File: src/hdl/pupds_pkg.sv
// Constants, register map and state codes of the power up/down sequencer
package pupds_pkg;
   localparam int NREG = 6;
   localparam int NOUT = 8;
   localparam int IDX_GPO = 6;
   localparam int IDX_RST = 7;
   localparam int CLK_MHZ = 10;
   // Slot time bases in us and their cycle counts
   localparam int TB0_US = 30;
   localparam int TB1_US = 120;
   localparam int TB2_US = 250;
   localparam int TB3_US = 500;
   localparam int TB0_CYC = TB0_US * CLK_MHZ;
   localparam int TB1_CYC = TB1_US * CLK_MHZ;
   localparam int TB2_CYC = TB2_US * CLK_MHZ;
   localparam int TB3_CYC = TB3_US * CLK_MHZ;
   localparam int SOFF_US = 500;
   localparam int SOFF_CYC = SOFF_US * CLK_MHZ;
   localparam int DBNC_US = 1000;
   localparam int DBNC_CYC = DBNC_US * CLK_MHZ;
   localparam int HOLD_US = 2000;
   localparam int HOLD_CYC = HOLD_US * CLK_MHZ;
   // Register byte addresses
   localparam logic [7:0] A_CTRL = 8'h00;
   localparam logic [7:0] A_FLAG = 8'h04;
   localparam logic [7:0] A_MASK = 8'h08;
   localparam logic [7:0] A_FAULT = 8'h0C;
   localparam logic [7:0] A_STBY = 8'h10;
   localparam logic [2:0] SLOT_PAGE = 3'h1;
   // Field positions
   localparam int CTRL_ORDER = 2;
   localparam int CTRL_SOFF = 3;
   localparam int CTRL_EDGE = 4;
   localparam int FLAG_UP = 0;
   localparam int FLAG_DN = 1;
   localparam int FLAG_SD = 2;
   localparam int STAT_LSB = 8;
   // Reset values
   localparam logic [5:0] STBY_KEEP_RST = 6'h3F;
   localparam logic [3:0] LIMIT_RST = 4'hF;
   localparam logic [2:0] MASK_RST = 3'h0;
   typedef enum logic [2:0] {
      ST_OFF = 3'b000,
      ST_UP = 3'b001,
      ST_RUN = 3'b010,
      ST_SDN = 3'b011,
      ST_STBY = 3'b100,
      ST_SUP = 3'b101,
      ST_DOWN = 3'b110,
      ST_FSAFE = 3'b111
   } pupds_state_e;
endpackage

File: src/hdl/pupds_sequencer.sv
// Slot based power up/down sequencer with APB register access
`timescale 1ns/100ps
`default_nettype none
module pupds_sequencer #(
   parameter int TB2_CYC = pupds_pkg::TB2_CYC,
   parameter int TB3_CYC = pupds_pkg::TB3_CYC,
   parameter int SOFF_CYC = pupds_pkg::SOFF_CYC,
   parameter int DBNC_CYC = pupds_pkg::DBNC_CYC,
   parameter int HOLD_CYC = pupds_pkg::HOLD_CYC
) (
   input wire logic pclk,
   input wire logic presetn,
   input wire logic psel,
   input wire logic penable,
   input wire logic pwrite,
   input wire logic [7:0] paddr,
   input wire logic [31:0] pwdata,
   output logic [31:0] prdata,
   output logic pready,
   output logic pslverr,
   input wire logic power_on_pin,
   input wire logic standby_req,
   input wire logic fault_timer_expired,
   input wire logic fault_cycle_event,
   input wire logic watchdog_fail_event,
   input wire logic [1:0] default_slot_period_sel,
   input wire logic otp_power_on_edge_mode,
   input wire logic otp_shutdown_order_sel,
   input wire logic [63:0] otp_slot_codes,
   output logic [5:0] reg_enable,
   output logic power_good_pin,
   output logic host_reset_out_n,
   output logic interrupt_out_n,
   output logic fail_safe_out
);
   pupds_pkg::pupds_state_e state, next_state;
   logic [7:0] slot_code [pupds_pkg::NOUT];
   logic [6:0] out_en;
   logic [1:0] slot_period_sel;
   logic shutdown_order_sel, power_on_edge_mode, soft_off_request;
   logic [2:0] flags, mask, flag_set, flag_clr;
   logic [3:0] fault_repeat_limit, fault_repeat_count, watchdog_fail_limit, watchdog_fail_count;
   logic [5:0] stby_keep, slotted;
   logic [15:0] pcnt, period, sd_cnt, low_cnt, low_thr;
   logic [7:0] slot, last;
   logic armed, hard_dn, low_armed, pin_prev, all_zero, reloaded;
   logic active, tick, done_dn, hard, off_evt, up_evt, edge_evt, soft_exp;
   logic wr, wr_ctrl, slot_hit, mapped;
   logic [31:0] rdata;

   // APB: one wait state, writes land on the edge that samples pready
   assign wr = psel & penable & pready & pwrite;
   assign slot_hit = (paddr[7:5] == pupds_pkg::SLOT_PAGE) && (paddr[1:0] == 2'h0);
   assign wr_ctrl = wr && paddr == pupds_pkg::A_CTRL;
   assign flag_clr = (wr && paddr == pupds_pkg::A_FLAG) ? pwdata[2:0] : 3'h0;

   always_comb begin
      mapped = 1'b1;
      rdata = 32'h0;
      if (slot_hit) begin
         rdata[7:0] = slot_code[paddr[4:2]];
      end else begin
         unique case (paddr)
            pupds_pkg::A_CTRL: rdata[4:0] = {power_on_edge_mode, soft_off_request, shutdown_order_sel, slot_period_sel};
            pupds_pkg::A_FLAG: rdata[10:0] = {state, 5'h0, flags};
            pupds_pkg::A_MASK: rdata[2:0] = mask;
            pupds_pkg::A_FAULT: rdata[15:0] = {watchdog_fail_count, watchdog_fail_limit, fault_repeat_count, fault_repeat_limit};
            pupds_pkg::A_STBY: rdata[5:0] = stby_keep;
            default: mapped = 1'b0;
         endcase
      end
   end

   always_ff @(posedge pclk or negedge presetn) begin
      if (!presetn) begin
         pready <= 1'b0;
         pslverr <= 1'b0;
         prdata <= 32'h0;
      end else begin
         pready <= psel & penable & !pready;
         pslverr <= psel & penable & !pready & !mapped;
         prdata <= rdata;
      end
   end

   // Software copies are reloaded on every cycle spent off
   always_ff @(posedge pclk or negedge presetn) begin
      if (!presetn) begin
         for (int i = 0; i < pupds_pkg::NOUT; i++) slot_code[i] <= 8'h00;
         slot_period_sel <= 2'h0;
         shutdown_order_sel <= 1'b0;
         power_on_edge_mode <= 1'b0;
         reloaded <= 1'b0;
      end else if (state == pupds_pkg::ST_OFF) begin
         for (int i = 0; i < pupds_pkg::NOUT; i++) slot_code[i] <= otp_slot_codes[8*i +: 8];
         slot_period_sel <= default_slot_period_sel;
         shutdown_order_sel <= otp_shutdown_order_sel;
         power_on_edge_mode <= otp_power_on_edge_mode;
         reloaded <= 1'b1;
      end else begin
         reloaded <= 1'b0;
         if (wr && slot_hit) slot_code[paddr[4:2]] <= pwdata[7:0];
         if (wr_ctrl) begin
            slot_period_sel <= pwdata[1:0];
            shutdown_order_sel <= pwdata[pupds_pkg::CTRL_ORDER];
         end
      end
   end

   always_ff @(posedge pclk or negedge presetn) begin
      if (!presetn) begin
         mask <= pupds_pkg::MASK_RST;
         fault_repeat_limit <= pupds_pkg::LIMIT_RST;
         watchdog_fail_limit <= pupds_pkg::LIMIT_RST;
         stby_keep <= pupds_pkg::STBY_KEEP_RST;
      end else begin
         if (wr && paddr == pupds_pkg::A_MASK) mask <= pwdata[2:0];
         if (wr && paddr == pupds_pkg::A_STBY) stby_keep <= pwdata[5:0];
         if (wr && paddr == pupds_pkg::A_FAULT) begin
            fault_repeat_limit <= pwdata[3:0];
            watchdog_fail_limit <= pwdata[11:8];
         end
      end
   end

   // Slot timing
   always_comb begin
      unique case (slot_period_sel)
         2'h0: period = 16'(pupds_pkg::TB0_CYC);
         2'h1: period = 16'(pupds_pkg::TB1_CYC);
         2'h2: period = 16'(TB2_CYC);
         2'h3: period = 16'(TB3_CYC);
      endcase
   end
   assign active = state inside {pupds_pkg::ST_UP, pupds_pkg::ST_SUP, pupds_pkg::ST_SDN, pupds_pkg::ST_DOWN};
   assign tick = active && pcnt == period - 16'h1;
   assign done_dn = tick && armed && (shutdown_order_sel || slot == 8'h00);

   always_ff @(posedge pclk or negedge presetn) begin
      if (!presetn) begin
         pcnt <= 16'h0;
      end else if (!active || next_state != state || tick) begin
         pcnt <= 16'h0;
      end else begin
         pcnt <= pcnt + 16'h1;
      end
   end

   always_comb begin
      last = 8'h00;
      all_zero = 1'b1;
      for (int i = 0; i < pupds_pkg::NOUT; i++) begin
         if (slot_code[i] != 8'h00 && slot_code[i] - 8'h01 > last) last = slot_code[i] - 8'h01;
         if (i < pupds_pkg::IDX_RST && slot_code[i] != 8'h00) all_zero = 1'b0;
      end
   end

   // Going down the slot counts back from the last slot, one extra tick first
   always_ff @(posedge pclk or negedge presetn) begin
      if (!presetn) begin
         slot <= 8'h00;
         armed <= 1'b0;
      end else if (next_state != state) begin
         slot <= (next_state inside {pupds_pkg::ST_SDN, pupds_pkg::ST_DOWN}) ? last : 8'h00;
         armed <= 1'b0;
      end else if (tick) begin
         if (state inside {pupds_pkg::ST_UP, pupds_pkg::ST_SUP}) begin
            slot <= slot + 8'h01;
         end else if (!armed) begin
            armed <= 1'b1;
         end else if (slot != 8'h00) begin
            slot <= slot - 8'h01;
         end
      end
   end

   // Power-on pin events
   assign low_thr = (state == pupds_pkg::ST_OFF) ? 16'(DBNC_CYC) : 16'(HOLD_CYC);
   assign edge_evt = low_armed && !power_on_pin && low_cnt == low_thr - 16'h1;
   always_ff @(posedge pclk or negedge presetn) begin
      if (!presetn) begin
         pin_prev <= 1'b0;
         low_armed <= 1'b0;
         low_cnt <= 16'h0;
      end else begin
         pin_prev <= power_on_pin;
         if (power_on_pin || edge_evt) low_armed <= 1'b0;
         else if (pin_prev) low_armed <= 1'b1;
         low_cnt <= (low_armed && !power_on_pin) ? low_cnt + 16'h1 : 16'h0;
      end
   end

   // Software turn-off window
   assign soft_exp = soft_off_request && sd_cnt == 16'(SOFF_CYC) - 16'h1;
   always_ff @(posedge pclk or negedge presetn) begin
      if (!presetn) begin
         soft_off_request <= 1'b0;
         sd_cnt <= 16'h0;
      end else begin
         if (state == pupds_pkg::ST_OFF || soft_exp || flag_clr[pupds_pkg::FLAG_SD]) begin
            soft_off_request <= 1'b0;
         end else if (wr_ctrl && pwdata[pupds_pkg::CTRL_SOFF]) begin
            soft_off_request <= 1'b1;
         end
         sd_cnt <= (soft_off_request && !flag_clr[pupds_pkg::FLAG_SD]) ? sd_cnt + 16'h1 : 16'h0;
      end
   end

   always_ff @(posedge pclk or negedge presetn) begin
      if (!presetn) begin
         fault_repeat_count <= 4'h0;
         watchdog_fail_count <= 4'h0;
      end else if (state == pupds_pkg::ST_OFF) begin
         fault_repeat_count <= 4'h0;
         watchdog_fail_count <= 4'h0;
      end else begin
         if (fault_cycle_event && fault_repeat_count != 4'hF) fault_repeat_count <= fault_repeat_count + 4'h1;
         if (watchdog_fail_event && watchdog_fail_count != 4'hF) watchdog_fail_count <= watchdog_fail_count + 4'h1;
      end
   end

   assign hard = fault_timer_expired
      || (fault_repeat_count == fault_repeat_limit && fault_repeat_count != 4'h0)
      || (watchdog_fail_count == watchdog_fail_limit && watchdog_fail_count != 4'h0);
   assign off_evt = soft_exp || (power_on_edge_mode ? edge_evt : !power_on_pin);
   assign up_evt = reloaded && (power_on_edge_mode ? edge_evt : power_on_pin);
   assign slotted[0] = slot_code[0] != 8'h00;
   assign slotted[1] = slot_code[1] != 8'h00;
   assign slotted[2] = slot_code[2] != 8'h00;
   assign slotted[3] = slot_code[3] != 8'h00;
   assign slotted[4] = slot_code[4] != 8'h00;
   assign slotted[5] = slot_code[5] != 8'h00;

   always_comb begin
      next_state = state;
      unique case (state)
         pupds_pkg::ST_OFF: if (up_evt) next_state = all_zero ? pupds_pkg::ST_RUN : pupds_pkg::ST_UP;
         pupds_pkg::ST_FSAFE: next_state = pupds_pkg::ST_OFF;
         pupds_pkg::ST_DOWN: if (done_dn) next_state = hard_dn ? pupds_pkg::ST_FSAFE : pupds_pkg::ST_OFF;
         pupds_pkg::ST_UP, pupds_pkg::ST_SUP: if (tick && slot == last) next_state = pupds_pkg::ST_RUN;
         pupds_pkg::ST_RUN: if (standby_req)
            next_state = |(out_en[5:0] & ~stby_keep) ? pupds_pkg::ST_SDN : pupds_pkg::ST_STBY;
         pupds_pkg::ST_SDN: if (done_dn) next_state = pupds_pkg::ST_STBY;
         pupds_pkg::ST_STBY: if (!standby_req)
            next_state = |(~out_en[5:0] & slotted) ? pupds_pkg::ST_SUP : pupds_pkg::ST_RUN;
      endcase
      if (state inside {pupds_pkg::ST_UP, pupds_pkg::ST_RUN, pupds_pkg::ST_SDN, pupds_pkg::ST_STBY, pupds_pkg::ST_SUP}
          && (hard || off_evt)) next_state = pupds_pkg::ST_DOWN;
   end

   always_ff @(posedge pclk or negedge presetn) begin
      if (!presetn) begin
         state <= pupds_pkg::ST_OFF;
         hard_dn <= 1'b0;
      end else begin
         state <= next_state;
         if (state != pupds_pkg::ST_DOWN && next_state == pupds_pkg::ST_DOWN) hard_dn <= hard;
      end
   end

   // Outputs 0-5 are regulators, 6 the general output; it ignores standby
   for (genvar k = 0; k < pupds_pkg::IDX_RST; k++) begin : g_out
      logic up_hit, dn_hit, keep;
      assign up_hit = slot_code[k] != 8'h00 && slot_code[k] - 8'h01 <= slot;
      assign dn_hit = slot_code[k] == 8'h00 || (armed && (shutdown_order_sel || slot_code[k] - 8'h01 >= slot));
      if (k == pupds_pkg::IDX_GPO) begin : g_keep
         assign keep = 1'b1;
      end else begin : g_keep
         assign keep = stby_keep[k];
      end
      always_ff @(posedge pclk or negedge presetn) begin
         if (!presetn) begin
            out_en[k] <= 1'b0;
         end else begin
            unique case (state)
               pupds_pkg::ST_UP, pupds_pkg::ST_SUP: if (up_hit) out_en[k] <= 1'b1;
               pupds_pkg::ST_SDN: if (!keep && dn_hit) out_en[k] <= 1'b0;
               pupds_pkg::ST_DOWN: if (dn_hit) out_en[k] <= 1'b0;
               pupds_pkg::ST_OFF, pupds_pkg::ST_FSAFE: out_en[k] <= 1'b0;
               pupds_pkg::ST_RUN, pupds_pkg::ST_STBY: out_en[k] <= out_en[k];
            endcase
         end
      end
   end
   assign reg_enable = out_en[5:0];
   assign power_good_pin = out_en[pupds_pkg::IDX_GPO];

   // Host reset is asserted at once on shutdown so the host stops before rails drop
   always_ff @(posedge pclk or negedge presetn) begin
      if (!presetn) begin
         host_reset_out_n <= 1'b0;
      end else if (state inside {pupds_pkg::ST_OFF, pupds_pkg::ST_DOWN, pupds_pkg::ST_FSAFE}) begin
         host_reset_out_n <= 1'b0;
      end else if (state == pupds_pkg::ST_RUN) begin
         host_reset_out_n <= 1'b1;
      end else if (state == pupds_pkg::ST_UP && slot_code[pupds_pkg::IDX_RST] != 8'h00
                   && slot_code[pupds_pkg::IDX_RST] - 8'h01 <= slot) begin
         host_reset_out_n <= 1'b1;
      end
   end

   // Flags: hardware set wins over a write-one clear
   always_comb begin
      flag_set = 3'h0;
      flag_set[pupds_pkg::FLAG_UP] = next_state == pupds_pkg::ST_RUN && state != pupds_pkg::ST_RUN;
      flag_set[pupds_pkg::FLAG_DN] = next_state == pupds_pkg::ST_STBY && state != pupds_pkg::ST_STBY;
      flag_set[pupds_pkg::FLAG_SD] = wr_ctrl && pwdata[pupds_pkg::CTRL_SOFF] && !soft_off_request
                                     && state != pupds_pkg::ST_OFF;
   end
   always_ff @(posedge pclk or negedge presetn) begin
      if (!presetn) begin
         flags <= 3'h0;
         interrupt_out_n <= 1'b1;
         fail_safe_out <= 1'b0;
      end else begin
         flags <= (flags & ~flag_clr) | flag_set;
         interrupt_out_n <= ~|(flags & ~mask);
         fail_safe_out <= next_state == pupds_pkg::ST_FSAFE;
      end
   end
endmodule
`default_nettype wire

File: config.mk
export PLATFORM = sky130hd
export DESIGN_NAME = pupds_sequencer
export DESIGN_NICKNAME = d
export VERILOG_FILES = /design/src/hdl/pupds_pkg.sv /design/src/hdl/pupds_sequencer.sv
export SDC_FILE = /design/constraint.sdc
export NUM_CORES = 1
export LEC_CHECK = 0
export ABC_CLOCK_PERIOD_IN_PS = 19500
export BUFFER_PORTS_ARGS = -buffer_cell sky130_fd_sc_hd__buf_2
export CORE_MARGIN = 4
export CORE_UTILIZATION = 25
export CTS_BUF_LIST = sky130_fd_sc_hd__clkbuf_8
export DETAILED_ROUTE_END_ITERATION = 6
export PLACE_DENSITY_LB_ADDON = 0.25
export SLEW_MARGIN = 20
export SYNTH_ARGS = -nofsm -noshare
export SYNTH_HDL_FRONTEND = slang
export SYNTH_SLANG_ARGS = --single-unit
File: constraint.sdc
create_clock -name pclk -period 19.5 [get_ports pclk]
set_input_delay 0.975 -clock pclk [delete_from_list [all_inputs] [get_ports pclk]]
set_output_delay 0.975 -clock pclk [all_outputs]
set_load 0.1 [all_outputs]
==> flow_summary_export.csv <==
group,metric,value,unit
placed_design,dp_hpwl,44.4,mm
worst_setup_path,cp-start-kind,"register",
placed_design,place_congestion,0.911,
route,ant_nets,0,
sta,finClkSkew,0.0230,ns
placed_design,post_dp_cell_area,0.0172,mm2
clock_tree,ctsHoldBuffers,0,
logic_synthesis,synth_edf_count,0,
global_routing,grt_max_degree,99,
worst_setup_path,crit_arrival,18.51,ns
min_path,hold_path_end,"pready",
layout,drive_gt1_share,15.5,%
sta,final.setup.tns,0,ns
route,drc,0,
route,routed_wl,58.0,mm
worst_setup_path,ff2ff_path_depth,86,
logic_synthesis,synth_top_area_share,27.7,%
floorplanning,dieArea,0.0669,mm2
sta,worst_pin_slew,1.11,ns
floorplanning,ios,162,
sta,maxSlewViolCount,0,
logic_synthesis,synthAdderAreaFrac,10.7,%
sta,finalCriticalPeriod,18.09,ns
layout,final_nets,2157,
logic_synthesis,synth_compound_area_share,18.5,%
outcome,outcome,"complete, no violations",
floorplanning,die_w,259,um
global_routing,grt_first_pass_wirelength,86.6,mm
logic_synthesis,avgSynthCellArea,8.72,um2
layout,diodes,0,
layout,fillers,6711,
worst_setup_path,cp-end-kind,"register",
route,first_iter_violations,1128,
route,first_pass_iters,5,
worst_setup_path,slowest_stage,"or4_1",
global_routing,antenna_found_initial,2,
layout,layout_commonest_cell,"nand2_1",
sta,hold_viol_final,0,
logic_synthesis,synth-simple-area-share,19.4,%
clock_tree,ctsRootBufferMaster,"clkbuf_8",
floorplanning,std_cell_rows,91,
global_routing,grt_usage,16.8,%
worst_setup_path,reg2reg_to,"flags[0]",
logic_synthesis,synth-async-reset-ratio,100,%
sta,setup_violations,0,
worst_setup_path,crit_family,"simple AND/OR/NAND/NOR gates",
clock_tree,clock_latency,0.53,ns
layout,design_area,0.0178,mm2
clock_tree,cts_sinks,189,
min_path,hold_path_depth,1,
worst_setup_path,cp_data_required_time,19.92,ns
floorplanning,start_util,25.3,%
logic_synthesis,synth_area_leader_cell,"dfrtp_1",
sta,fin_crit_sh,92.8,%
worst_setup_path,crit_fanout,14,
worst_setup_path,crit_buf_inv,4,
logic_synthesis,synth_top_family_by_area,"simple AND/OR/NAND/NOR gates",
placed_design,io_buffers,125,
logic_synthesis,muxShareOfSynthArea,9.95,%
logic_synthesis,ys_warn_count,0,
worst_setup_path,r2r_start,"slot_code[57]",
worst_setup_path,path_depth,86,
logic_synthesis,yosys-top-cells-area,"dfrtp_1 28%, ha_1 11%, mux2i_1 5.7%, o21ai_0 4.3%, nand2_1 4.2%",
global_routing,grt_pass1_vias,13800,
global_routing,gr-total-overflow,0,
sta,fmax,55.3,MHz
floorplanning,die_y,259,um
sta,rsz0062_at_grt,"no",
logic_synthesis,syn_area,0.0157,mm2
min_path,worstHoldPathType,"register to register",
clock_tree,cts_buffers,17,
logic_synthesis,seq_area_frac_synth,30.3,%
min_path,holdCritStartpoint,"pready",
worst_setup_path,crit_path_max_incr_delay,0.57,ns
clock_tree,h-tree-depth,4,
worst_setup_path,worstSetupPathType,"register to register",
logic_synthesis,ys_ff_latch,189,
clock_tree,cts_tree,"done",
logic_synthesis,synth_xor_xnor_area_share,6.47,%
floorplanning,core_area,0.0619,mm2
clock_tree,clk_path_buf_depth,2,
logic_synthesis,synthFlopType,"dfrtp_1",
route,vias_per_cell,5.14,
worst_setup_path,r2r_slack,1.41,ns
route,via_count,14200,
logic_synthesis,synthDistinctLibCells,100,
clock_tree,cts.clk_slew.worst_paths,0.12,ns
worst_setup_path,cp_common_cell,"ha_1",
logic_synthesis,synthCells,1800,
sta,max_slew_margin,25.8,%
job,max_cap_violations,0,
layout,final_cell_mix,"174 x nand2_1, 173 x dfrtp_1, 151 x nor2_1",
layout,syn_to_final_growth,13.4,%
route,wl_per_cell,21.0,um
routing by layer:
metal / part of all wire (%) / track usage (%) / vias to the layer above
met4: 1.6 / 3.46 / 2
met1: 48 / 24.8 / 6904
met5: 0.012 / 0 / -
met2: 43 / 25.5 / 473
met3: 6.7 / 3.34 / 51
li1: - / - / 6727
sequential cells by signal (all words and copies together) (netlist names), 6 cells and up:
name	count
low_cnt	16
pcnt	16
prdata	16
reg_enable	6
sd_cnt	16
slot	8
slot_code	64
stby_keep	6
final cells by class:
cell class	count	area (um2)	share of cell area [%]
clock buffer	19	262	1.47
sequential	189	4750	26.7
tap	837	1050	5.88
inverter	90	340	1.91
timing repair buffer	156	867	4.87
multi-input combinational	1451	10300	58.1
clock inverter	13	198	1.11
through the flow:
stage               hold WS (ns)  worst slack, ns  instances  utilization (%)
finish                     0.472             1.41       2755             28.7
global route               0.496           0.0577       2755             28.7
CTS                        0.446            0.575       2750             28.6
detailed placement         0.447            0.739       2718             27.8
global placement           0.445            0.843       2718             27.8
floorplan                  0.412             2.60       1815                -
how the worst max path moves through the flow:
stage | start | to | slack (ns)
detailed placement | slot_code[56] | pcnt[4] | 0.74
CTS | slot_code[56] | pcnt[4] | 0.57
global placement | slot_code[56] | pcnt[4] | 0.84
floorplan | slot_code[56] | pcnt[8] | 2.60
finish | slot_code[57] | flags[0] | 1.41
global route | slot_code[57] | flags[0] | 0.06
synthesized netlist by cell type, types with 53 or more instances:
master / instances
nand3_1: 57
xnor2_1: 53
mux2i_1: 90
a21oi_1: 93
clkbuf_1: 57
o21ai_0: 135
nand2_1: 174
ha_1: 133
xor2_1: 63
dfrtp_1: 174
nor2_1: 152
inv_1: 89
kinds of logic (layout without fill, tap and decap cells):
logic type / Yosys count / count (layout)
other: 1 / 16
buffers and inverters: 176 / 278
XOR/XNOR: 116 / 116
flip-flops: 189 / 189
AND/OR/NAND/NOR: 614 / 614
multiplexers: 130 / 130
adder cells (fa/ha/maj): 134 / 134
AO/OA/AOI/OAI: 440 / 441
repair_timing:
action                     CTS  global route
resized for setup            0            13
setup buffers                0             4
setup endpoints to repair    0            30
Power is not shown: default switching activity piles up to over one toggle a cycle in this logic, so the estimate is an artifact.
